`config.mk`:
```
export PLATFORM = sky130hd
export DESIGN_NAME = charger_config_status_regs
export DESIGN_NICKNAME = d
export VERILOG_FILES = /design/src/charger_regs_pkg.sv /design/src/sync_if.sv /design/src/level_sync.sv /design/src/charger_config_status_regs.sv
export VERILOG_INCLUDE_DIRS = /design/src /design/src/src
export SDC_FILE = /design/constraint.sdc
export NUM_CORES = 1
export LEC_CHECK = 0
export BUFFER_PORTS_ARGS = -buffer_cell sky130_fd_sc_hd__buf_2
export CAP_MARGIN = 15
export CORE_MARGIN = 2
export CORE_UTILIZATION = 35
export DETAILED_ROUTE_END_ITERATION = 6
export PLACE_DENSITY_LB_ADDON = 0.05
export SKIP_CTS_REPAIR_TIMING = 1
export SKIP_LAST_GASP = 1
export SYNTH_ARGS = -nofsm -noshare
export SYNTH_HDL_FRONTEND = slang
export SYNTH_SLANG_ARGS = --single-unit
```
`constraint.sdc`:
```
create_clock -name clk -period 4.1 [get_ports clk]
set_input_delay 0.82 -clock clk [delete_from_list [all_inputs] [get_ports clk]]
set_output_delay 0.82 -clock clk [all_outputs]
set_load 0.05 [all_outputs]
```
`src/charger_regs_map.svh`:
```
// Register offsets, field positions, reset values and timing counts of the charger register bank
`ifndef CHARGER_REGS_MAP_SVH
`define CHARGER_REGS_MAP_SVH

// ------------------------------------------------------------
// Register offsets
// ------------------------------------------------------------
`define OFS_RAIL_CFG      8'h07
`define OFS_SHIP_CFG      8'h08
`define OFS_ADDR_CFG      8'h09
`define OFS_CHG_STATUS    8'h0d
`define OFS_FAULT_STATUS  8'h0e

// ------------------------------------------------------------
// Reset values
// ------------------------------------------------------------
`define RST_RAIL_CFG      8'h39
`define RST_SHIP_CFG      8'h06
`define RST_ADDR_CFG      8'h25

// ------------------------------------------------------------
// Field positions
// ------------------------------------------------------------
`define RAIL_CODE_MSB     3
`define SHIP_DGL_MSB      7
`define SHIP_DGL_LSB      6
`define COOL_CV_EN_BIT    3
`define HOT_THR_MSB       2
`define HOT_THR_LSB       1
`define COOL_THR_BIT      0
`define BUS_ADDR_MSB      7
`define BUS_ADDR_LSB      5
`define ZONE_CC_MSB       3
`define ZONE_CC_LSB       2
`define ZONE_CV_MSB       1
`define ZONE_CV_LSB       0
`define BUS_ADDR_PREFIX   4'h2
`define TEMP_ZONE_CODE    2'h3

// ------------------------------------------------------------
// Analog setting figures
// ------------------------------------------------------------
`define RAIL_BASE_MV      4200
`define RAIL_STEP_MV      50
`define CV_STEP_MV        100
`define HOT_THR_45C       13'd4475
`define HOT_THR_50C       13'd4125
`define HOT_THR_55C       13'd3775
`define HOT_THR_60C       13'd3450
`define COOL_THR_10C      13'd6825
`define COOL_THR_15C      13'd6525

// ------------------------------------------------------------
// Timing
// ------------------------------------------------------------
`define CLK_FREQ_KHZ      100000
`define SHIP_DGL_BASE_MS  1000
`define SHIP_DGL_BASE_CYC (`SHIP_DGL_BASE_MS * `CLK_FREQ_KHZ)

`endif

```
`src/charger_regs_pkg.sv`:
```
// Types shared by the charger register bank
package charger_regs_pkg;

    // Gray codes along the write path, then the read path
    typedef enum logic [3:0] {
        BUS_IDLE    = 4'h0,
        BUS_ADDR    = 4'h1,
        BUS_ADDR_AK = 4'h3,
        BUS_PTR     = 4'h2,
        BUS_PTR_AK  = 4'h6,
        BUS_WR      = 4'h7,
        BUS_WR_AK   = 4'h5,
        BUS_RD      = 4'h4,
        BUS_RD_AK   = 4'hc
    } bus_state_t;

    typedef struct packed {
        bus_state_t  state;
        logic [7:0]  shift;
        logic [3:0]  bitcnt;
        logic        rd_mode;
        logic [7:0]  ptr;
        logic        host_ack;
        logic        sda_oe;
        logic        sda_out;
        logic        scl_d;
        logic        sda_d;
        logic [7:0]  rail_cfg;
        logic [7:0]  ship_cfg;
        logic [7:0]  addr_cfg;
        logic        wdt_flag;
        logic [3:0]  faults;
        logic [29:0] ship_cnt;
        logic        ship_enter;
        logic [12:0] sys_rail_mv;
        logic [12:0] hot_thr;
        logic [12:0] cool_thr;
        logic [1:0]  cc_shift;
        logic [8:0]  cv_derate_mv;
    } bank_state_t;

endpackage

```
`src/sync_if.sv`:
```
// Raw and synchronised copies of a group of asynchronous levels
`timescale 1ns/100ps
`default_nettype none
interface sync_if #(parameter int W = 1);
    logic [W-1:0] raw;
    logic [W-1:0] q;
    modport syncer (input raw, output q);
    modport user   (output raw, input q);
endinterface
`default_nettype wire

```
`src/level_sync.sv`:
```
// Two flip-flop synchroniser for a group of levels
`timescale 1ns/100ps
`default_nettype none
module level_sync #(
    parameter int W = 1
) (
    input  wire logic clk,
    input  wire logic rst_n,
    sync_if.syncer    port
);
    logic [W-1:0] meta_ff;
    logic [W-1:0] stable_ff;

    // First stage is read only by the second stage
    always_ff @(posedge clk or negedge rst_n) begin
        if (!rst_n) begin
            meta_ff   <= '0;
            stable_ff <= '0;
        end else begin
            meta_ff   <= port.raw;
            stable_ff <= meta_ff;
        end
    end

    assign port.q = stable_ff;
endmodule
`default_nettype wire

```
`src/charger_config_status_regs.sv`:
```
// Charger configuration and status register bank behind a two-wire serial slave
`timescale 1ns/100ps
`default_nettype none
`include "charger_regs_map.svh"
module charger_config_status_regs
    import charger_regs_pkg::*;
#(
    parameter int SHIP_DGL_BASE_CYCLES = `SHIP_DGL_BASE_CYC
) (
    input  wire logic        clk,
    input  wire logic        rst_n,
    input  wire logic        scl_in,
    input  wire logic        sda_in,
    output logic             sda_out,
    output logic             sda_oe,
    input  wire logic        ship_req,
    input  wire logic        wdt_expired,
    input  wire logic        tj_reg_active,
    input  wire logic [1:0]  chg_stat,
    input  wire logic        vin_dpm,
    input  wire logic        input_source_fault,
    input  wire logic        thermal_shutdown_flag,
    input  wire logic        battery_overvoltage_flag,
    input  wire logic        safety_timer_expired,
    input  wire logic [1:0]  battery_temp_state,
    input  wire logic        battery_cool,
    output logic [12:0]      sys_rail_mv,
    output logic             ship_enter,
    output logic [12:0]      hot_thr_pct,
    output logic [12:0]      cool_thr_pct,
    output logic [1:0]       zone_current_shift,
    output logic [8:0]       zone_voltage_drop_mv
);

    // ------------------------------------------------------------
    // Reset release and input synchronisers
    // ------------------------------------------------------------
    logic rst_sync_n;

    sync_if #(.W(1)) rst_if ();
    assign rst_if.raw = 1'b1;
    level_sync #(.W(1)) u_rst_sync (
        .clk   (clk),
        .rst_n (rst_n),
        .port  (rst_if)
    );
    assign rst_sync_n = rst_if.q[0];

    sync_if #(.W(15)) pin_if ();
    assign pin_if.raw = {scl_in, sda_in, ship_req, wdt_expired, tj_reg_active, chg_stat,
                         vin_dpm, input_source_fault, thermal_shutdown_flag,
                         battery_overvoltage_flag, safety_timer_expired,
                         battery_temp_state, battery_cool};
    level_sync #(.W(15)) u_pin_sync (
        .clk   (clk),
        .rst_n (rst_sync_n),
        .port  (pin_if)
    );

    logic       scl_s;
    logic       sda_s;
    logic       ship_req_s;
    logic       wdt_s;
    logic       tj_s;
    logic [1:0] chg_s;
    logic       dpm_s;
    logic [3:0] fault_evt_s;
    logic [1:0] temp_s;
    logic       cool_s;

    assign {scl_s, sda_s, ship_req_s, wdt_s, tj_s, chg_s, dpm_s, fault_evt_s,
            temp_s, cool_s} = pin_if.q;

    // ------------------------------------------------------------
    // State registers
    // ------------------------------------------------------------
    localparam bank_state_t ST_RESET = '{
        state: BUS_IDLE, shift: 8'h00, bitcnt: 4'h0, rd_mode: 1'b0, ptr: 8'h00,
        host_ack: 1'b0, sda_oe: 1'b0, sda_out: 1'b0, scl_d: 1'b0, sda_d: 1'b0,
        rail_cfg: `RST_RAIL_CFG, ship_cfg: `RST_SHIP_CFG, addr_cfg: `RST_ADDR_CFG,
        wdt_flag: 1'b0, faults: 4'h0, ship_cnt: 30'h0, ship_enter: 1'b0,
        sys_rail_mv: 13'h122a, hot_thr: `HOT_THR_45C, cool_thr: `COOL_THR_10C,
        cc_shift: 2'h0, cv_derate_mv: 9'h000
    };

    bank_state_t st;
    bank_state_t nxt_st;

    always_ff @(posedge clk or negedge rst_sync_n) begin
        if (!rst_sync_n) begin
            st <= ST_RESET;
        end else begin
            st <= nxt_st;
        end
    end

    // ------------------------------------------------------------
    // Register read view
    // ------------------------------------------------------------
    function automatic logic [7:0] read_byte(input bank_state_t s, input logic [7:0] ofs,
                                             input logic [1:0] chg, input logic dpm,
                                             input logic tj, input logic [1:0] temp);
        logic [7:0] v;
        v = 8'h00;
        case (ofs)
            `OFS_RAIL_CFG:     v = s.rail_cfg;
            `OFS_SHIP_CFG:     v = s.ship_cfg;
            `OFS_ADDR_CFG:     v = s.addr_cfg;
            `OFS_CHG_STATUS:   v = {s.wdt_flag, 2'h0, chg, dpm, 1'b0, tj};
            `OFS_FAULT_STATUS: v = {2'h0, s.faults, temp};
            default:           v = 8'h00;
        endcase
        return v;
    endfunction

    // ------------------------------------------------------------
    // Next-state logic
    // ------------------------------------------------------------
    logic       scl_rise;
    logic       scl_fall;
    logic       bus_start;
    logic       bus_stop;
    logic       rd_chg_clr;
    logic       rd_flt_clr;
    logic [6:0] own_addr;

    assign scl_rise  = scl_s & ~st.scl_d;
    assign scl_fall  = ~scl_s & st.scl_d;
    assign bus_start = scl_s & st.scl_d & st.sda_d & ~sda_s;
    assign bus_stop  = scl_s & st.scl_d & ~st.sda_d & sda_s;
    assign own_addr  = {`BUS_ADDR_PREFIX, st.addr_cfg[`BUS_ADDR_MSB:`BUS_ADDR_LSB]};

    always_comb begin
        logic [7:0]  tx;
        logic [29:0] ship_target;
        logic        zone;
        logic        load_rd;
        tx          = 8'h00;
        ship_target = 30'h0;
        zone        = 1'b0;
        load_rd     = 1'b0;
        rd_chg_clr  = 1'b0;
        rd_flt_clr  = 1'b0;
        nxt_st      = st;
        nxt_st.scl_d   = scl_s;
        nxt_st.sda_d   = sda_s;
        nxt_st.sda_out = 1'b0;

        if (bus_start) begin
            nxt_st.state  = BUS_ADDR;
            nxt_st.bitcnt = 4'h0;
            nxt_st.sda_oe = 1'b0;
        end else if (bus_stop) begin
            nxt_st.state  = BUS_IDLE;
            nxt_st.sda_oe = 1'b0;
        end else if (scl_rise) begin
            case (st.state)
                BUS_ADDR, BUS_PTR, BUS_WR: begin
                    nxt_st.shift  = {st.shift[6:0], sda_s};
                    nxt_st.bitcnt = st.bitcnt + 4'h1;
                end
                BUS_RD: begin
                    nxt_st.bitcnt = st.bitcnt + 4'h1;
                end
                BUS_RD_AK: begin
                    nxt_st.host_ack = ~sda_s;
                end
                default: begin
                end
            endcase
        end else if (scl_fall) begin
            case (st.state)
                BUS_ADDR: begin
                    if (st.bitcnt == 4'h8) begin
                        if (st.shift[7:1] == own_addr) begin
                            nxt_st.state   = BUS_ADDR_AK;
                            nxt_st.rd_mode = st.shift[0];
                            nxt_st.sda_oe  = 1'b1;
                        end else begin
                            nxt_st.state = BUS_IDLE;
                        end
                    end
                end
                BUS_ADDR_AK: begin
                    nxt_st.bitcnt = 4'h0;
                    if (st.rd_mode) begin
                        load_rd = 1'b1;
                    end else begin
                        nxt_st.state  = BUS_PTR;
                        nxt_st.sda_oe = 1'b0;
                    end
                end
                BUS_PTR: begin
                    if (st.bitcnt == 4'h8) begin
                        nxt_st.ptr    = st.shift;
                        nxt_st.state  = BUS_PTR_AK;
                        nxt_st.sda_oe = 1'b1;
                    end
                end
                BUS_PTR_AK, BUS_WR_AK: begin
                    nxt_st.state  = BUS_WR;
                    nxt_st.bitcnt = 4'h0;
                    nxt_st.sda_oe = 1'b0;
                end
                BUS_WR: begin
                    if (st.bitcnt == 4'h8) begin
                        // Unmapped and read-only offsets take the byte and drop it
                        case (st.ptr)
                            `OFS_RAIL_CFG: nxt_st.rail_cfg = st.shift;
                            `OFS_SHIP_CFG: nxt_st.ship_cfg = st.shift;
                            `OFS_ADDR_CFG: nxt_st.addr_cfg = st.shift;
                            default: begin
                            end
                        endcase
                        nxt_st.ptr    = st.ptr + 8'h01;
                        nxt_st.state  = BUS_WR_AK;
                        nxt_st.sda_oe = 1'b1;
                    end
                end
                BUS_RD: begin
                    if (st.bitcnt == 4'h8) begin
                        nxt_st.state  = BUS_RD_AK;
                        nxt_st.sda_oe = 1'b0;
                    end else begin
                        nxt_st.shift  = {st.shift[6:0], 1'b0};
                        nxt_st.sda_oe = ~st.shift[6];
                    end
                end
                BUS_RD_AK: begin
                    if (st.host_ack) begin
                        nxt_st.bitcnt = 4'h0;
                        load_rd       = 1'b1;
                    end else begin
                        nxt_st.state = BUS_IDLE;
                    end
                end
                default: begin
                end
            endcase
        end

        // Read side effect happens when the byte is committed to the shifter
        if (load_rd) begin
            tx             = read_byte(st, st.ptr, chg_s, dpm_s, tj_s, temp_s);
            nxt_st.state   = BUS_RD;
            nxt_st.shift   = tx;
            nxt_st.sda_oe  = ~tx[7];
            nxt_st.ptr     = st.ptr + 8'h01;
            rd_chg_clr     = (st.ptr == `OFS_CHG_STATUS);
            rd_flt_clr     = (st.ptr == `OFS_FAULT_STATUS);
        end

        // Set wins over read clear, so an event on the read edge is kept
        nxt_st.wdt_flag = (st.wdt_flag & ~rd_chg_clr) | wdt_s;
        nxt_st.faults   = (st.faults & {4{~rd_flt_clr}}) | fault_evt_s;

        // Ship entry waits for an unbroken request of the selected length
        ship_target = 30'(SHIP_DGL_BASE_CYCLES) <<
                      st.ship_cfg[`SHIP_DGL_MSB:`SHIP_DGL_LSB];
        if (!ship_req_s) begin
            nxt_st.ship_cnt   = 30'h0;
            nxt_st.ship_enter = 1'b0;
        end else if (st.ship_cnt >= ship_target - 30'h1) begin
            nxt_st.ship_enter = 1'b1;
        end else begin
            nxt_st.ship_cnt = st.ship_cnt + 30'h1;
        end

        nxt_st.sys_rail_mv = 13'(`RAIL_BASE_MV +
                             `RAIL_STEP_MV * st.rail_cfg[`RAIL_CODE_MSB:0]);

        case (st.ship_cfg[`HOT_THR_MSB:`HOT_THR_LSB])
            2'h3:    nxt_st.hot_thr = `HOT_THR_45C;
            2'h2:    nxt_st.hot_thr = `HOT_THR_50C;
            2'h1:    nxt_st.hot_thr = `HOT_THR_55C;
            default: nxt_st.hot_thr = `HOT_THR_60C;
        endcase
        nxt_st.cool_thr = st.ship_cfg[`COOL_THR_BIT] ? `COOL_THR_15C : `COOL_THR_10C;

        // Warm zone always derates voltage; cool zone only when enabled
        zone = (temp_s == `TEMP_ZONE_CODE);
        nxt_st.cc_shift = zone ? st.addr_cfg[`ZONE_CC_MSB:`ZONE_CC_LSB] : 2'h0;
        if (zone && (!cool_s || st.ship_cfg[`COOL_CV_EN_BIT])) begin
            nxt_st.cv_derate_mv = 9'(`CV_STEP_MV *
                                  st.addr_cfg[`ZONE_CV_MSB:`ZONE_CV_LSB]);
        end else begin
            nxt_st.cv_derate_mv = 9'h000;
        end
    end

    // ------------------------------------------------------------
    // Outputs
    // ------------------------------------------------------------
    assign sda_out              = st.sda_out;
    assign sda_oe               = st.sda_oe;
    assign sys_rail_mv          = st.sys_rail_mv;
    assign ship_enter           = st.ship_enter;
    assign hot_thr_pct          = st.hot_thr;
    assign cool_thr_pct         = st.cool_thr;
    assign zone_current_shift   = st.cc_shift;
    assign zone_voltage_drop_mv = st.cv_derate_mv;
endmodule
`default_nettype wire

```
== Word-level counts from Yosys, hierarchy flattened ==
Index checks and enable logic that the tools add are counted.

* Flip-flop bits (word level): 171
* Output and inout port bits: 53
* Input port bits: 17

* Reduce and logical (&&, ||, !) cells: 27
* Bitwise gates (word level): 22
* Eq/ne operators: 40
* $mul: 2
* $lt $le $gt $ge: 1
* Add/subtract/negate cells: 5
* Multiplexer cells: 63
* Shift operators: 1

{| class="wikitable"
|+ Operators with widths
! cell !! count
|-
| two-way mux 8 bit || 8
|-
| two-way mux 4 bit || 12
|-
| AND reduction 7 bit || 6
|-
| one-hot mux 8 bit (5 select lines) || 1
|-
| one-hot mux 13 bit (3 select lines) || 1
|-
| != test 5 bit (second input constant) || 7
|-
| equality test 8 x 4 -> 1 bit (second input constant) || 4
|-
| two-way mux 31 bit || 1
|-
| adder 30 x 1 -> 30 bit (second input constant) || 1
|-
| greater-or-equal comparator 30 bit || 1
|-
| two-way mux 30 bit || 1
|-
| left shift 27 x 2 -> 30 bit (first input constant) || 1
|-
| subtractor 30 x 1 -> 30 bit (second input constant) || 1
|-
| one-hot mux 4 bit (7 select lines) || 1
|-
| two-way mux 9 bit || 3
|-
| two-way mux 25 bit || 1
|-
| two-way mux 1 bit || 24
|-
| two-way mux 12 bit || 2
|-
| two-way mux 22 bit || 1
|-
| equality test 4 x 3 -> 1 bit (second input constant) || 4
|-
| one-hot mux 8 bit (2 select lines) || 1
|-
| adder 13 x 10 -> 13 bit (first input constant) || 1
|-
| nonzero test 3 bit || 4
|-
| NOT 1 bit || 11
|-
| other kinds (42) || 63
|}

== Longest topological paths before layout ==
* Word-level depth: 10
* Depth in mapped cells: 13
* Gate-level depth less buffers: 11

== By module ==
Synthesis repeated with hierarchy kept, for this count alone.

* Cell total of the unflattened synthesis: 754
* Area total of the unflattened synthesis: 7918.8 um^2

{| class="wikitable"
|+ By module, submodules not included
! module !! cells each !! seq. area each (um^2) !! area each (um^2) !! times used
|-
| charger_config_status_regs || 722 || 2900.3 || 7118.1 || 1
|-
| level_sync (u_pin_sync) || 30 || 750.7 || 750.7 || 1
|-
| level_sync (u_rst_sync) || 2 || 50.0 || 50.0 || 1
|}

== Worst setup path after synthesis ==
Ideal clock, no wire load.

* Path kind: reg-to-reg
* From: register st[100] (netlist name)
* To: register st[76] (netlist name)
* Arrival time: 2.722 ns
* Period minus slack after synthesis: 2.800 ns
* Stages on the path, launching flop included: 12
* Path buffers: 1
* Path slack: 1.300 ns
* Required time: 4.022 ns
* Library setup time: 0.078 ns
* Cells stage by stage: dfrtp_1 -> nor2_1 -> inv_1 -> ha_1 -> ha_1 -> a21oi_1 -> o41a_1 -> o21ai_0 -> a2111o_1 -> buf_6 -> or4_1 -> a21oi_1

* Longest elaborated chain between the ends: 4

{| class="wikitable"
|+ RTL lines
! what !! RTL line !! text
|-
| from (decl) || charger_config_status_regs.sv:86 || <nowiki>bank_state_t st;</nowiki>
|-
| from (signal assigned) || charger_config_status_regs.sv:93 || <nowiki>st <= nxt_st;</nowiki>
|-
| left shift 27 x 2 -> 30 bit || charger_config_status_regs.sv:258 || <nowiki>ship_target = 30'(SHIP_DGL_BASE_CYCLES) <<</nowiki>
|-
| subtractor 30 x 1 -> 30 bit || charger_config_status_regs.sv:263 || <nowiki>end else if (st.ship_cnt >= ship_target - 30'h1) begin</nowiki>
|-
| greater-or-equal comparator 30 bit || charger_config_status_regs.sv:263 ||
|-
| != test 2 bit (no line) || - ||
|}

No other way between the ends.
A chain may end at the register's enable or synchronous reset.

== Final worst setup path ==
* From: register st[101] (netlist name)
* To: register st[73] (netlist name)

Same word-level chain as after synthesis.

==> impl_metrics.yaml <==
finish:
  final_cell_mix: "128 x dfrtp_1, 53 x buf_2, 49 x ha_1"
  syn_to_final_growth_pct: 10.6
  diodes: 0
  final_common_cell: "dfrtp_1"
  postLayoutCoreUtil: 0.392
  nets: 839
  drive_gt1_frac: 0.196
  layout.cells.non_filler: 1070
power:
  p_sw_w: 0.000785
  seqPwrFrac: 0.468
  swShare: 0.243
  p_comb_frac: 0.033
  leakagePower_nw: 3.93
  power_frac_clock: 0.499
  ir_drop_uv: 177
  p_int_w: 0.00245
  p_per_area_nw_per_um2: 367
floorplan:
  die_w_um: 155
  core.rowCount: 55
  fp.dieH_um: 155
  start_util: 0.354
  core_um2: 22500
  boundaryPins: 70
  dieArea_um2: 24000
global_route:
  grt_util_met2: 0.244
  top_usage_layer: "met2"
  gr-total-overflow: 0
  grt_pass1_wl_mm: 29.6
  grt_pass1_vias: 5744
  grt_use_met3: 0.0362
  met1_usage: 0.211
  antenna_found_initial: 0
  grt_use_total: 0.154
  grt_start_max_net_pins: 74
routing:
  ant_nets: 0
  drt_iter0_drc: 299
  drcViolationCount: 0
  drt_pass1_iterations: 5
  routed_wl_mm: 17.8
  wl_per_cell_um: 16.6
  vias: 5665
  drt-vias-per-instance: 5.29
timing:
  tightest_slew_ns: 1.06
  skew_ns: 0.0107
  period_needed_ns: 3.33
  maxClockFrequency_ghz: 0.300
  slew_violations: 0
  fin_tns_setup_ns: 0
  hold_viol_final: 0
  rsz0062_at_grt: "false"
  maxSlewHeadroom: 0.296
  worst_hold_slack_ns: 0.170
  fin_crit_sh: 0.813
  setup_viol: 0
placement:
  dp_hpwl_mm: 12.1
  io_buffers: 53
  dpl.cell_count: 1038
  place_congestion: 0.812
setup_path:
  cp.required_ns: 4.44
  critPathArrivalTime_ns: 3.68
  critPathMaxFanout: 28
  cp-end-kind: "flop"
  start_kind: "flop"
  worstSetupPathType: "flop to flop"
synthesis:
  synthDistinctLibCells: 71
  syn_avg_cell_area_um2: 10.5
  synth_seq_cells: 147
  synthArstFlopShare: 1.00
  yosysSeqAreaShare: 0.464
  synth_edf_count: 0
  yosysWarningCount: 0
  syn-cell-area_um2: 7970
  syn_inst: 760
  ys.flop_type: "dfrtp_1"
clock_tree:
  numClockSinks: 147
  htreeDepth: 4
  cts_buffer_depth: 2
  clk_pin_slew_ns: 0.07
  cts_tree: "done"
  clock_latency_ns: 0.42
  cts_buffers: 17
  cts_root_buf: "clkbuf_16"
outcome:
  status: "completed"
run:
  maxCapViolCount: 0
hold_path:
  hp-class: "input pin to async pin"
## worst max-delay path, cell delays in order, from the launching register on
cell	delay (ns)
dfrtp_1	0.45
nor2_1	0.35
inv_1	0.08
ha_1	0.30
ha_1	0.30
a21oi_1	0.13
o41a_1	0.15
o21ai_0	0.10
a2111o_1	0.70
or4_1	0.52
a21oi_1	0.17
## kinds of logic (layout without fill, tap and decap cells)
| group | Yosys count | count (layout) | synth area share |
|---|---|---|---|
| AND/OR/NAND/NOR | 192 | 192 | 0.138 |
| multiplexers | 40 | 40 | 0.0557 |
| flip-flops | 147 | 147 | 0.464 |
| adder cells (fa/ha/maj) | 51 | 51 | 0.0807 |
| buffers and inverters | 126 | 133 | 0.0850 |
| XOR/XNOR | 18 | 18 | 0.0198 |
| AO/OA/AOI/OAI | 184 | 184 | 0.156 |
| other | 2 | 20 | 0.000942 |
## state kept, by name (all words and copies together) (netlist names), 3 cells and up
signal                cells
hot_thr_pct               7
own_addr                  3
st                       84
sys_rail_mv              10
u_pin_sync.meta_ff       15
u_pin_sync.port.q        15
zone_voltage_drop_mv      5
## power by group through the flow
stage          clock (W)  sequential [W]  combinational (W)
6_report         0.00161         0.00151           0.000108
5_1_grt          0.00173         0.00152           0.000120
4_1_cts          0.00166         0.00151           0.000110
3_5_place_dp           0         0.00154           0.000110
3_3_place_gp           0         0.00154           0.000108
2_1_floorplan          0         0.00153          0.0000857
## layer usage
metal,vias up,wire (um)
met5,-,0
met3,14,691
met1,2792,8510
met4,0,253
met2,129,8300
li1,2730,-
## synthesized netlist by cell type (6+ instances only)
| cell | count | area share |
|---|---|---|
| dfrtp_1 | 129 | 0.40 |
| buf_4 | 51 | 0.048 |
| ha_1 | 49 | 0.077 |
| a21oi_1 | 45 | 0.028 |
| inv_1 | 41 | 0.019 |
| nand2_1 | 39 | 0.018 |
| mux2_2 | 35 | 0.049 |
| o21ai_0 | 34 | 0.021 |
| nand3_1 | 29 | 0.018 |
| clkbuf_1 | 26 | 0.012 |
| o31ai_1 | 24 | 0.023 |
| or4_1 | 21 | 0.020 |
| nor2_1 | 19 | 0.0089 |
| dfstp_2 | 18 | 0.059 |
| and3_1 | 12 | 0.0094 |
| nand4_1 | 12 | 0.0094 |
| a21o_1 | 11 | 0.010 |
| xnor2_1 | 10 | 0.011 |
| or3_1 | 9 | 0.0071 |
| xor2_1 | 8 | 0.0088 |
| a22o_1 | 7 | 0.0077 |
| a22oi_1 | 7 | 0.0066 |
| o2bb2ai_1 | 7 | 0.0077 |
| and2_1 | 6 | 0.0047 |
## stage by stage
| step | cell area [um2] | power (W) | setup WS (ns) |
|---|---|---|---|
| CTS | 8820 | 0.00329 | 0.715 |
| global route | 8820 | 0.00337 | 0.365 |
| finish | 8820 | 0.00324 | 0.767 |
| floorplan | 8040 | 0.00162 | 1.30 |
| detailed placement | 8210 | 0.00165 | 0.740 |
| global placement | 8210 | 0.00165 | 0.931 |
## path summary, 6_finish.rpt
check,start,endpoint,slack (ns),cells after the start
setup reg to reg,st[101],st[73],0.77,10
setup / recovery,st[101],st[73],0.77,10
min in group clk,u_pin_sync.meta_ff[5],u_pin_sync.port.q[5],0.35,0
hold reg to reg,u_pin_sync.meta_ff[5],u_pin_sync.port.q[5],0.35,0
max in group asynchronous,u_rst_sync.port.q,st[114],2.70,1
hold / removal,rst_n,u_rst_sync.meta_ff,0.17,1
## final cells by class
| class | instances | area [um2] |
|---|---|---|
| sequential | 147 | 3700 |
| inverter | 42 | 158 |
| clock inverter | 13 | 158 |
| fill | 2219 | 13700 |
| clock buffer | 19 | 453 |
| tap | 285 | 357 |
| multi-input combinational | 505 | 3670 |
| timing repair buffer | 59 | 323 |
(Power assumes the default switching activity.)
